`config.mk`:
```
export PLATFORM = sky130hd
export DESIGN_NAME = msk_modem_ctl
export DESIGN_NICKNAME = d
export VERILOG_FILES = /design/src/shared/msk_pkg.sv /design/src/shared/msk_fifo_if.sv /design/src/rtl/msk_fifo.sv /design/src/rtl/msk_modem_ctl.sv
export SDC_FILE = /design/constraint.sdc
export NUM_CORES = 1
export LEC_CHECK = 0
export BUFFER_PORTS_ARGS = -buffer_cell sky130_fd_sc_hd__buf_4
export CORE_UTILIZATION = 61
export DETAILED_ROUTE_END_ITERATION = 16
export PLACE_DENSITY = 0.77
export SLEW_MARGIN = 5
export SYNTH_ARGS = -nofsm -noshare
export SYNTH_HDL_FRONTEND = slang
export SYNTH_HIERARCHICAL = 1
export SYNTH_SLANG_ARGS = --single-unit
```
`constraint.sdc`:
```
create_clock -name i_clk -period 4.9 [get_ports i_clk]
set_clock_uncertainty 0.1 [all_clocks]
set_input_delay 0.49 -clock i_clk [delete_from_list [all_inputs] [get_ports i_clk]]
set_output_delay 0.49 -clock i_clk [all_outputs]
set_load 0.03 [all_outputs]
```
`src/shared/msk_pkg.sv`:
```
/*
  Constants of the modem control block: control word layout, reset value,
  standby mode numbers, divider and clock recovery counts, input indices.
  Assumes the system clock is the crystal oscillator clock of the device.
*/
`default_nettype none
package msk_pkg;
  // Control word layout.
  localparam int          CW_W          = 16;
  localparam logic [15:0] CTRL_RESET    = 16'h0004;
  localparam int          STBY_LSB      = 0;
  localparam int          STBY_W        = 3;
  localparam int          RXMUTE_BIT    = 3;
  localparam int          TXMUTE_BIT    = 4;
  localparam int          PREEMPH_BIT   = 5;
  localparam int          DEEMPH_BIT    = 6;
  localparam int          COMP_BIT      = 7;
  localparam int          TONE_BIT      = 8;
  localparam int          XTAL_BIT      = 9;
  localparam int          TEST_LSB      = 10;
  localparam int          TEST_W        = 6;
  // Standby mode numbers.
  localparam logic [2:0]  MODE_ALL_ON   = 3'h0;
  localparam logic [2:0]  MODE_NO_MODEM = 3'h1;
  localparam logic [2:0]  MODE_NO_TX    = 3'h2;
  localparam logic [2:0]  MODE_NO_RXVF  = 3'h3;
  localparam logic [2:0]  MODE_OSC_ONLY = 3'h4;
  localparam logic [2:0]  MODE_ALL_OFF  = 3'h5;
  // Crystal and bit timing.
  localparam int          XTAL_A_HZ     = 3686400;
  localparam int          XTAL_B_HZ     = 3456000;
  localparam int          BIT_RATE      = 1200;
  localparam int          OVERSAMPLE    = 16;
  localparam int          CNT_W         = 12;
  localparam logic [11:0] HALF_A        = 12'(XTAL_A_HZ / BIT_RATE / 2);
  localparam logic [11:0] HALF_B        = 12'(XTAL_B_HZ / BIT_RATE / 2);
  localparam logic [11:0] SAMP_A        = 12'(XTAL_A_HZ / BIT_RATE / OVERSAMPLE);
  localparam logic [11:0] SAMP_B        = 12'(XTAL_B_HZ / BIT_RATE / OVERSAMPLE);
  localparam logic [3:0]  PHASE_CENTER  = 4'h8;
  // Pin input indices.
  localparam int          NUM_IN        = 7;
  localparam int          IN_SCK        = 0;
  localparam int          IN_STB        = 1;
  localparam int          IN_DIN        = 2;
  localparam int          IN_SEL        = 3;
  localparam int          IN_TEST       = 4;
  localparam int          IN_CLR        = 5;
  localparam int          IN_RXD        = 6;
  // Receive buffer.
  localparam int          FIFO_DEPTH    = 16;
  localparam int          FIFO_W        = 1;
endpackage : msk_pkg
`default_nettype wire

```
`src/shared/msk_fifo_if.sv`:
```
/*
  Valid/ready carrier between the receive path and its bit buffer.
  Assumes one clock shared by both sides.
*/
`default_nettype none
interface msk_fifo_if #(parameter int W = 1);
  logic         push_valid;
  logic         push_ready;
  logic [W-1:0] push_data;
  logic         pop_valid;
  logic         pop_ready;
  logic [W-1:0] pop_data;
  modport src  (output push_valid, output push_data, input push_ready);
  modport snk  (input pop_valid, input pop_data, output pop_ready);
  modport fifo (input push_valid, input push_data, output push_ready,
                output pop_valid, output pop_data, input pop_ready);
endinterface : msk_fifo_if
`default_nettype wire

```
`src/rtl/msk_fifo.sv`:
```
/*
  Flip-flop FIFO with valid/ready on both sides.
  Assumes synchronous active-low reset on the shared clock.
*/
`default_nettype none
module msk_fifo #(
  parameter int W     = msk_pkg::FIFO_W,
  parameter int DEPTH = msk_pkg::FIFO_DEPTH
) (
  // Clock and reset
  input  wire logic i_clk,
  input  wire logic i_resetn,
  // Buffer ports
  msk_fifo_if.fifo  bus
);
  import msk_pkg::*;
  localparam int AW = $clog2(DEPTH);
  localparam int CW = $clog2(DEPTH + 1);
  localparam logic [CW-1:0] FULL = CW'(DEPTH);

  typedef struct packed {
    logic [DEPTH-1:0][W-1:0] mem;
    logic [AW-1:0]           wptr;
    logic [AW-1:0]           rptr;
    logic [CW-1:0]           count;
  } msk_fifo_s;

  msk_fifo_s st_reg;
  msk_fifo_s st_next;
  logic      do_push;
  logic      do_pop;

  assign bus.push_ready = (st_reg.count != FULL);
  assign bus.pop_valid  = (st_reg.count != '0);
  assign bus.pop_data   = st_reg.mem[st_reg.rptr];
  assign do_push        = bus.push_valid && bus.push_ready;
  assign do_pop         = bus.pop_ready && bus.pop_valid;

  always_comb begin
    st_next = st_reg;
    if (do_push) begin
      st_next.mem[st_reg.wptr] = bus.push_data;
      st_next.wptr             = st_reg.wptr + 1'b1;
    end
    if (do_pop) begin
      st_next.rptr = st_reg.rptr + 1'b1;
    end
    st_next.count = st_reg.count + CW'(do_push) - CW'(do_pop);
  end

  always_ff @(posedge i_clk) begin
    if (!i_resetn) begin
      st_reg <= '0;
    end else begin
      st_reg <= st_next;
    end
  end
endmodule // msk_fifo
`default_nettype wire

```
`src/rtl/msk_modem_ctl.sv`:
```
/*
  Digital control and receive logic of a 1200 bps MSK modem: serial
  configuration port, control word decode, divider, receive clock recovery,
  receive bit buffer and frame pattern detector.
  Assumes i_clk is the crystal oscillator clock and all pins are asynchronous.
*/
// Functional notes
// Flag rises when received bits equal pattern.
// Recovery loop makes receive clock, presents data.
// Settings only through four-line serial port.
// Host loads control word with select low.
// Reset makes control word 0x0004.
// Bits 2..0 are standby mode number.
// Each standby mode powers down its blocks.
// During reset oscillator-only standby applies.
// Bits 4,3 mute transmit and receive.
// Bits 6,5 bypass de- and pre-emphasis.
// Bit 7 bypasses the compander.
// Bit 8 picks tone detector source.
// Bit 9 picks crystal, sets dividers.
// Host writes zero to bits 12, 13.
// Sixteen-bit pattern loaded and held.
// Host loads pattern with select high.
// Timing clocks divided from the oscillator.
// Data sampled on shift clock rise.
// Strobe rise validates the shifted word.
// Low clear input forces flag low.
// Test low loads fixed pattern instead.
// Strobe moves last sixteen bits by select.
// Flag stays high until clear or reset.
`default_nettype none
module msk_modem_ctl #(
  parameter logic [15:0] FIXED_PATTERN = 16'h5a3c
) (
  // Clock and reset
  input  wire logic                    i_clk,
  input  wire logic                    i_resetn,
  // Serial configuration port
  input  wire logic                    i_serial_cfg_data,
  input  wire logic                    i_serial_cfg_shift_clock,
  input  wire logic                    i_serial_cfg_strobe,
  input  wire logic                    i_pattern_select,
  input  wire logic                    i_test_select,
  output logic                         o_serial_cfg_data_out,
  // Frame detection
  input  wire logic                    i_frame_flag_clear_n,
  output logic                         o_frame_match_flag,
  // Receive data
  input  wire logic                    i_rx_demod_data,
  output logic                         o_recovered_rx_clock,
  output logic                         o_rx_data,
  output logic                         o_rx_overrun,
  // Control outputs
  output logic [2:0]                   o_standby_mode_number,
  output logic                         o_tx_voice_pd,
  output logic                         o_modulator_pd,
  output logic                         o_rx_front_pd,
  output logic                         o_rx_voice_pd,
  output logic                         o_demod_pd,
  output logic                         o_osc_pd,
  output logic                         o_ref_pd,
  output logic                         o_tx_mute,
  output logic                         o_rx_mute,
  output logic                         o_deemph_bypass,
  output logic                         o_preemph_bypass,
  output logic                         o_compander_bypass,
  output logic                         o_tone_src_demod,
  output logic                         o_xtal_alt,
  output logic [msk_pkg::TEST_W-1:0]   o_test_field,
  output logic                         o_modem_clock
);
  import msk_pkg::*;

  typedef struct packed {
    logic [NUM_IN-1:0][2:0] sync;
    logic [NUM_IN-1:0]      filt;
    logic [15:0]            shift_reg;
    logic [15:0]            ctrl_reg;
    logic [15:0]            pattern_reg;
    logic [15:0]            hist;
    logic                   dout;
    logic [CNT_W-1:0]       div_cnt;
    logic [CNT_W-1:0]       samp_cnt;
    logic                   mod_clk;
    logic [3:0]             phase;
    logic                   last_rx;
    logic                   recovered_rx_clock;
    logic                   rd;
    logic                   flag;
    logic                   overrun;
  } msk_state_s;

  msk_state_s        st_reg;
  msk_state_s        st_next;
  logic [NUM_IN-1:0] pins;
  logic [NUM_IN-1:0] rise;
  logic [2:0]        mode;
  logic              osc_pd;
  logic              demod_pd;
  logic              push_v;
  logic              pop_r;
  logic              rd_update;
  logic [3:0]        ph;

  msk_fifo_if #(.W(FIFO_W)) rxq ();

  msk_fifo #(
    .W     (FIFO_W),
    .DEPTH (FIFO_DEPTH)
  ) u_rx_fifo (
    .i_clk    (i_clk),
    .i_resetn (i_resetn),
    .bus      (rxq.fifo)
  );

  assign pins[IN_SCK]  = i_serial_cfg_shift_clock;
  assign pins[IN_STB]  = i_serial_cfg_strobe;
  assign pins[IN_DIN]  = i_serial_cfg_data;
  assign pins[IN_SEL]  = i_pattern_select;
  assign pins[IN_TEST] = i_test_select;
  assign pins[IN_CLR]  = i_frame_flag_clear_n;
  assign pins[IN_RXD]  = i_rx_demod_data;

  // A pin change counts only once the second and third stages agree.
  for (genvar g = 0; g < NUM_IN; g++) begin : g_edge
    assign rise[g] = (st_reg.sync[g][1] == st_reg.sync[g][2]) && st_reg.sync[g][2]
                     && !st_reg.filt[g];
  end

  // Reset value of the control word keeps the oscillator-only mode in reset.
  assign mode     = st_reg.ctrl_reg[STBY_LSB +: STBY_W];
  assign osc_pd   = (mode > MODE_OSC_ONLY);
  assign demod_pd = (mode == MODE_NO_MODEM) || (mode >= MODE_OSC_ONLY);

  // The buffer costs one bit of latency; a full buffer drops the bit and sets
  // the sticky overrun flag instead of stalling the sampler.
  assign rxq.push_valid = push_v;
  assign rxq.push_data  = st_reg.filt[IN_RXD];
  assign rxq.pop_ready  = pop_r;

  always_comb begin
    st_next   = st_reg;
    push_v    = 1'b0;
    pop_r     = 1'b0;
    rd_update = 1'b0;
    ph        = st_reg.phase + 4'h1;
    for (int i = 0; i < NUM_IN; i++) begin
      st_next.sync[i] = {st_reg.sync[i][1:0], pins[i]};
      if (st_reg.sync[i][1] == st_reg.sync[i][2]) begin
        st_next.filt[i] = st_reg.sync[i][2];
      end
    end
    // Serial configuration port.
    if (rise[IN_SCK]) begin
      if (st_reg.filt[IN_TEST]) begin
        st_next.shift_reg = {st_reg.shift_reg[14:0], st_reg.filt[IN_DIN]};
        st_next.dout      = st_reg.shift_reg[15];
      end else begin
        st_next.shift_reg = FIXED_PATTERN;
      end
    end
    if (rise[IN_STB]) begin
      if (st_reg.filt[IN_SEL]) begin
        st_next.pattern_reg = st_reg.shift_reg;
      end else begin
        st_next.ctrl_reg = st_reg.shift_reg;
      end
    end
    // Timing divider, stopped when the oscillator is powered down.
    if (!osc_pd) begin
      if (st_reg.div_cnt >= (st_reg.ctrl_reg[XTAL_BIT] ? HALF_B : HALF_A) - 12'h001) begin
        st_next.div_cnt = '0;
        st_next.mod_clk = !st_reg.mod_clk;
      end else begin
        st_next.div_cnt = st_reg.div_cnt + 12'h001;
      end
    end
    // Clock recovery: transitions pull the phase toward zero.
    if (!demod_pd) begin
      if (st_reg.samp_cnt >= (st_reg.ctrl_reg[XTAL_BIT] ? SAMP_B : SAMP_A) - 12'h001) begin
        st_next.samp_cnt = '0;
        st_next.last_rx  = st_reg.filt[IN_RXD];
        if ((st_reg.filt[IN_RXD] != st_reg.last_rx) && (st_reg.phase != 4'h0)) begin
          ph = st_reg.phase[3] ? st_reg.phase + 4'h2 : st_reg.phase;
        end
        st_next.phase = ph;
        st_next.recovered_rx_clock   = ph[3];
        if (ph == PHASE_CENTER) begin
          push_v = 1'b1;
          if (!rxq.push_ready) begin
            st_next.overrun = 1'b1;
          end
          pop_r = 1'b1;
          if (rxq.pop_valid) begin
            st_next.rd = rxq.pop_data[0];
            rd_update  = 1'b1;
          end
        end
      end else begin
        st_next.samp_cnt = st_reg.samp_cnt + 12'h001;
      end
    end
    // Frame detector; a low clear input wins over a same-cycle match.
    if (rd_update) begin
      st_next.hist = {st_reg.hist[14:0], rxq.pop_data[0]};
      if ({st_reg.hist[14:0], rxq.pop_data[0]} == st_reg.pattern_reg) begin
        st_next.flag = 1'b1;
      end
    end
    if (!st_reg.filt[IN_CLR]) begin
      st_next.flag = 1'b0;
    end
  end

  always_ff @(posedge i_clk) begin
    if (!i_resetn) begin
      st_reg          <= '0;
      st_reg.ctrl_reg <= CTRL_RESET;
    end else begin
      st_reg <= st_next;
    end
  end

  // Control outputs are levels decoded from the word, so a new word acts one
  // clock after its strobe edge is recognized.
  assign o_serial_cfg_data_out = st_reg.dout;
  assign o_frame_match_flag    = st_reg.flag;
  assign o_recovered_rx_clock  = st_reg.recovered_rx_clock;
  assign o_rx_data             = st_reg.rd;
  assign o_rx_overrun          = st_reg.overrun;
  assign o_modem_clock         = st_reg.mod_clk;
  assign o_standby_mode_number = mode;
  assign o_tx_voice_pd         = (mode >= MODE_NO_TX);
  assign o_modulator_pd        = (mode != MODE_ALL_ON);
  assign o_rx_voice_pd         = (mode >= MODE_NO_RXVF);
  assign o_rx_front_pd         = (mode >= MODE_OSC_ONLY);
  assign o_ref_pd              = (mode >= MODE_OSC_ONLY);
  assign o_demod_pd            = demod_pd;
  assign o_osc_pd              = osc_pd;
  assign o_tx_mute             = st_reg.ctrl_reg[TXMUTE_BIT];
  assign o_rx_mute             = st_reg.ctrl_reg[RXMUTE_BIT];
  assign o_deemph_bypass       = st_reg.ctrl_reg[DEEMPH_BIT];
  assign o_preemph_bypass      = st_reg.ctrl_reg[PREEMPH_BIT];
  assign o_compander_bypass    = st_reg.ctrl_reg[COMP_BIT];
  assign o_tone_src_demod      = st_reg.ctrl_reg[TONE_BIT];
  assign o_xtal_alt            = st_reg.ctrl_reg[XTAL_BIT];
  assign o_test_field          = st_reg.ctrl_reg[TEST_LSB +: TEST_W];
endmodule // msk_modem_ctl
`default_nettype wire

```
Word-level counts from Yosys, hierarchy flattened
Index checks and enable logic that the tools add are counted.
{"block": "word_totals", "ff_bits": 155, "input_bits": 9}
{"block": "classes", "n_addsub": 10, "n_lt_le_gt_ge": 9, "n_eq_ne": 12, "muxes": 21, "bitwise_logic": 4, "n_reduce_logical": 24}
{"op": "12-bit by 1-bit adder with 12-bit output (second input constant)", "n": 2}
{"op": "12-bit >= comparator", "n": 2}
{"op": "12-bit 2-to-1 mux", "n": 2}
{"op": "16-bit bitwise mux", "n": 1}
{"op": "16-bit == test", "n": 1}
{"op": "16-bit 2-to-1 mux", "n": 1}
{"op": "4-bit 2-to-1 mux", "n": 4}
{"op": "2-bit AND reduction", "n": 7}
{"op": "4-bit by 1-bit adder with 4-bit output (second input constant)", "n": 3}
{"op": "11-bit by 1-bit subtractor with 12-bit output (second input constant)", "n": 1}
{"op": "4-bit by 5-bit less-than comparator with 1-bit output (second input constant)", "n": 2}
{"op": "10-bit 2-to-1 mux", "n": 1}
{"op": "1-bit 2-to-1 mux", "n": 9}
{"op": "8-bit by 1-bit subtractor with 9-bit output (second input constant)", "n": 1}
{"op": "1-bit logical AND", "n": 8}
{"op": "4-bit AND reduction", "n": 2}
{"op": "1-bit == test", "n": 7}
{"op": "7-bit 2-to-1 mux", "n": 1}
{"op": "3-bit by 2-bit >= comparator with 1-bit output (second input constant)", "n": 2}
{"op": "5-bit by 1-bit adder with 5-bit output", "n": 1}
{"op": "5-bit != test (second input constant)", "n": 1}
{"op": "5-bit nonzero test", "n": 1}
{"op": "5-bit by 1-bit subtractor with 5-bit output", "n": 1}
{"op": "4-bit by 2-bit adder with 4-bit output (second input constant)", "n": 1}
{"op": "13 further kinds", "n": 18}

Logic depth before layout (Yosys ltp)
{"block": "depth", "depth_word": 12, "ltp_mapped": 16}

Cells and area by module
Netlist, hierarchy kept.
{"module": "msk_modem_ctl", "n_inst": 1, "cells_per_inst": 569, "area_each_um2": 5123.7, "seq_area_each_um2": 2502.4}
{"module": "msk_fifo", "n_inst": 1, "cells_per_inst": 166, "area_each_um2": 1714.1, "seq_area_each_um2": 580.6}

Least setup slack after synthesis
No wires, ideal clock.
{"block": "synth_path", "path_kind": "register to register", "start": "register st_reg (netlist bit o_xtal_alt)", "end": "register u_rx_fifo/st_reg[4] in the netlist's numbering", "setup_time_ps": 116, "t_arrival_ps": 4127, "required_ps": 4684, "slack_ps": 558, "stages_incl_launch_ff": 16, "path_buffers": 1, "synth_period_minus_slack_ps": 4342, "cell_sequence": "dfxtp_1 -> ha_1 -> o211a_1 -> a211o_1 -> o211ai_2 -> nor4_1 -> buf_2 -> nand2_1 -> ha_1 -> inv_1 -> ha_1 -> fa_1 -> a21oi_1 -> nor2_1 -> or3_1 -> and3_1"}
{"block": "synth_via", "elab_chain_len": 8}
{"element": "start, declared", "line": "msk_modem_ctl.sv:93", "text": "msk_state_s st_reg;"}
{"element": "start signal, assigned", "line": "msk_modem_ctl.sv:220", "text": "st_reg <= st_next;"}
{"element": "7-bit 2-to-1 mux (*)", "line": "msk_modem_ctl.sv:180", "text": "if (st_reg.samp_cnt >= (st_reg.ctrl_reg[XTAL_BIT] ? SAMP_B : SAMP_A) - 12'h001) begin"}
{"element": "8-bit by 1-bit subtractor with 9-bit output (*)", "line": "msk_modem_ctl.sv:180"}
{"element": "12-bit >= comparator (*)", "line": "msk_modem_ctl.sv:180"}
{"element": "1-bit 2-to-1 mux (*)", "line": "msk_modem_ctl.sv:180"}
{"element": "1-bit 2-to-1 mux (*)", "line": "msk_modem_ctl.sv:179", "text": "if (!demod_pd) begin"}
{"element": "via pop_r", "line": "msk_modem_ctl.sv:101", "text": "logic pop_r;"}
{"element": "1-bit logical AND", "line": "msk_fifo.sv:36", "text": "assign do_push = bus.push_valid && bus.push_ready;"}
{"element": "5-bit by 1-bit adder with 5-bit output", "line": "msk_fifo.sv:48", "text": "st_next.count = st_reg.count + CW'(do_push) - CW'(do_pop);"}
{"element": "5-bit by 1-bit subtractor with 5-bit output (*)", "line": "msk_fifo.sv:48"}
{"element": "end signal, assigned", "line": "msk_fifo.sv:55", "text": "st_reg <= st_next;"}
{"element": "end, declared", "line": "msk_fifo.sv:28", "text": "msk_fifo_s st_reg;"}
The timed path passes the listed nets; every way through them passes the cells marked *.
A chain may end at the register's enable or synchronous reset.

Worst setup path in the final report
Ends and elaborated chain as after synthesis.

==> results.md <==
- Status: finished clean
- Detailed-route DRC error count: 0
- Synth cell types: between 60 and 70
- Worst VDD drop: approximately 280 uV
- Worst slew margin: roughly 14%
- Required time of the worst setup path: 5230 ps
- Cell Area, Synth: about 0.007 mm^2
- Std cell rows: 38
- CTS HTree Levels: 4
- Dpl cell area: 0.00705 mm^2
- Area leader, netlist: dfxtp_1
- Synthesized area per cell: approximately 9.3 um^2
- Area contributors post-synth: dfxtp_1, nand2_1, mux2i_1
- Initial Util: 62.8%
- RePlAce Congestion: approximately 0.86
- CTS tree: done
- Layout Nets: 776
- DR WL/cell: about 15 um
- Detailed Place HPWL: between 8000 and 9000 um
- CTS root buf: clkbuf_8
- Die ar.: around 0.012 mm^2
- First-pass GRT wire length: 22200 um
- Worst-margin pin slew: approximately 1300 ps
- Post-CTS Hold Fix Bufs: 0
- Initial DRT Pass Iterations: 7
- Worst hold path stage count: 2
- Clock Path Buffers: 2
- Worst Hold End: st_next[116]
- Final setup violation count: 0
- RSZ-0062 raised after global routing: no
- Maxcap violations: 0
- Ys Warns: 6
- Port Buffers: 37
- Number of global-route vias before repair: between 4000 and 5000
- Critical path launch point type: flop
- Max-slew violations: 0
- Final instance area: around 0.0076 mm^2
- Antenna diodes: 0
- Die Y: 108 um
- Reg2reg end: u_rx_fifo/st_reg[4]
- Initial antenna violation count: 0
- Postcts setup bufs: 0
- Simple-Gate Fraction of Synth Area: a little under a quarter
- Die Width: approximately 110 um
- Top FF cell, synth: dfxtp_1
- Setup TNS Final: 0 ps
- GRT overflow: 0
- Min-Delay Startpoint: i_pattern_select
- WL final: roughly 13000 um
- Clk slew on worst S/H paths: roughly 60 ps
- Post-Layout Cell Count: between 800 and 900
- Setup slack, reg-to-reg: ~1000 ps
- Power Dens Cells: between 300 and 400 mW/mm^2
- Global-route usage over all layers: between 20% and 30%
- Largest family of logic cells by synthesized area: simple AND/OR/NAND/NOR gates
- Clock latency on the worst-skew pair: around 540 ps
- Yosys reg bits: 154
- Share of cells above drive strength 1: approximately 14%
- Post-synth top area share: a little under half
- Largest net degree at the start of global routing: 78
- Seq/Total Area, Yosys: 45.1%
- I/O pin cnt: 38
- CTS resizes: 0
- Placed cells: 865
- Arr. time, crit path: about 4200 ps
- Post-synthesis mux area share: roughly 6.4%
- Tcrit/Tclk final: between 70% and 80%
- DR vias: approximately 5100
- Core outline area: between 0.01 and 0.015 mm^2
- HP Class: in2reg
- Tmin final: 3880 ps
- Synth Area in Compound Gates: around a tenth
- Post-synthesis async set-or-reset flop share: 0%
- Worst reg2reg path depth: 14
- Area Overhead vs Synth: 11.5%
- Number of synthesized flops with an enable pin: 0
- # clock sinks: 154
- Post-Synth Adder-Cell Area: around 4.3%
- Syn Inst Count: 735
- Highest clock rate: between 0.2 and 0.3 GHz
- DR vias/cell: between 5 and 6
- Reg-to-reg critical path startpoint: o_xtal_alt
- CP Max Fanout: 10
- DR iter-0 viols: roughly 290
- Synth Area in XOR/XNOR: 5.87%
- Critical path class: reg2reg
- Antenna Nets Post-Route: 0
- Mapped Nets: between 700 and 800
- Max reg flops: between 80 and 90
- Total CTS buffers: 17
- Hold Vio Cnt, Final: 0
- Pleak: 0.00283 uW
- Critical Path End Type: flop
## cell usage after synthesis (3+ instances only)
library cell	instances
a211oi_1	13
a21o_1	3
a21oi_1	56
a311oi_1	3
a31oi_1	3
and2_1	31
and3_1	7
buf_2	3
buf_4	11
buf_6	4
clkbuf_1	33
dfxtp_1	154
ha_1	22
inv_1	17
mux2i_1	35
mux4_2	4
nand2_1	117
nand2b_1	4
nand3_1	21
nand4_1	7
nand4b_1	3
nor2_1	26
nor2b_1	21
nor3_1	7
nor3_2	8
nor3_4	3
nor3b_1	7
nor4_1	7
o21ai_0	13
o21ai_1	4
or3_1	3
xnor2_1	26
xor2_1	18
## report_power, final
| group | switching (uW) | internal [uW] |
|---|---|---|
| Sequential | 5.79 | 1260 |
| Combinational | 26.3 | 15.7 |
| Clock | 522 | 743 |
## cell families (layout without fill, tap and decap cells)
logic type | count (synthesis) | count (layout)
flops | 154 | 154
compound gates | 111 | 111
buf+inv | 70 | 92
mux | 39 | 39
xor+xnor | 45 | 45
simple gates | 293 | 293
fa+ha+maj | 23 | 23
## stage by stage
stage | hold WS, ps | util, % | power, uW | worst slack (ps)
floorplan | 312 | - | 1330 | 558
detailed placement | 320 | 64.7 | 1340 | 1030
global route | 48.1 | 70.0 | 2650 | 754
CTS | 34.0 | 70.0 | 2600 | 1010
finish | 57.5 | 70.0 | 2570 | 1020
global placement | 317 | 64.7 | 1340 | 1100
## critical path: stages, from the launching register on
cell and delay [ps]:
dfxtp_1 370, ha_1 310, o211a_1 150, a211o_1 150, o211ai_2 240, nor4_2 560
nand2_1 190, ha_1 320, inv_1 40, ha_1 200, fa_1 400, a21oi_1 160
nor2_1 60, or3_1 340, and3_1 180
## how the worst max path moves through the flow
stage	startpoint	to	slack, ps	cells past startpoint
after floorplan	o_xtal_alt	u_rx_fifo/st_reg[4]	560	15
after global placement	o_xtal_alt	u_rx_fifo/st_reg[4]	1100	14
after detailed placement	o_xtal_alt	u_rx_fifo/st_reg[4]	1030	14
after CTS	o_xtal_alt	u_rx_fifo/st_reg[4]	1010	14
after global routing	st_reg[5]	u_rx_fifo/st_reg[4]	750	15
final	o_xtal_alt	u_rx_fifo/st_reg[4]	1020	14
## per-layer routing
layer	track usage [%]	share of wire (%)	vias up
li1	-	-	2535
met2	41.0	50	93
met5	0	0	-
met4	11.2	1.9	0
met1	30.0	45	2450
met3	5.63	3.7	24
## area by class of cell
cell class | count | area (um^2)
flip-flops and latches | 154 | 3080
well taps | 140 | 175
clock buffers | 19 | 432
fillers | 841 | 3270
multi-input cells | 511 | 3410
clock inverters | 13 | 141
inverters | 18 | 67.6
repair buffers | 42 | 315
## placed cells by master, fill, tap and decap left out, types with 3 or more instances in the layout
cell type / synthesis / layout
nor2b_1: 21 / 21
nand2b_1: 4 / 4
nor4_1: 7 / 6
nor3_1: 7 / 7
o21ai_1: 4 / 4
or3_1: 3 / 3
ha_1: 22 / 22
o21ai_0: 13 / 13
nand4b_1: 3 / 3
and2_1: 31 / 31
mux4_2: 4 / 4
a31oi_1: 3 / 3
xnor2_1: 26 / 26
xor2_1: 18 / 18
a311oi_1: 3 / 3
nand4_1: 7 / 7
nand2_1: 117 / 117
nor3_4: 3 / 3
inv_1: 17 / 17
a21oi_1: 56 / 56
nor3_2: 8 / 8
clkinv_2: 0 / 4
a211oi_1: 13 / 13
clkinv_4: 0 / 3
nor2_1: 26 / 26
a21o_1: 3 / 3
buf_4: 11 / 42
and3_1: 7 / 7
clkbuf_16: 0 / 16
dfxtp_1: 154 / 154
mux2i_1: 35 / 35
inv_6: 0 / 4
nand3_1: 21 / 21
nor3b_1: 7 / 7
Note: power is estimated with default switching activity, not from simulation.
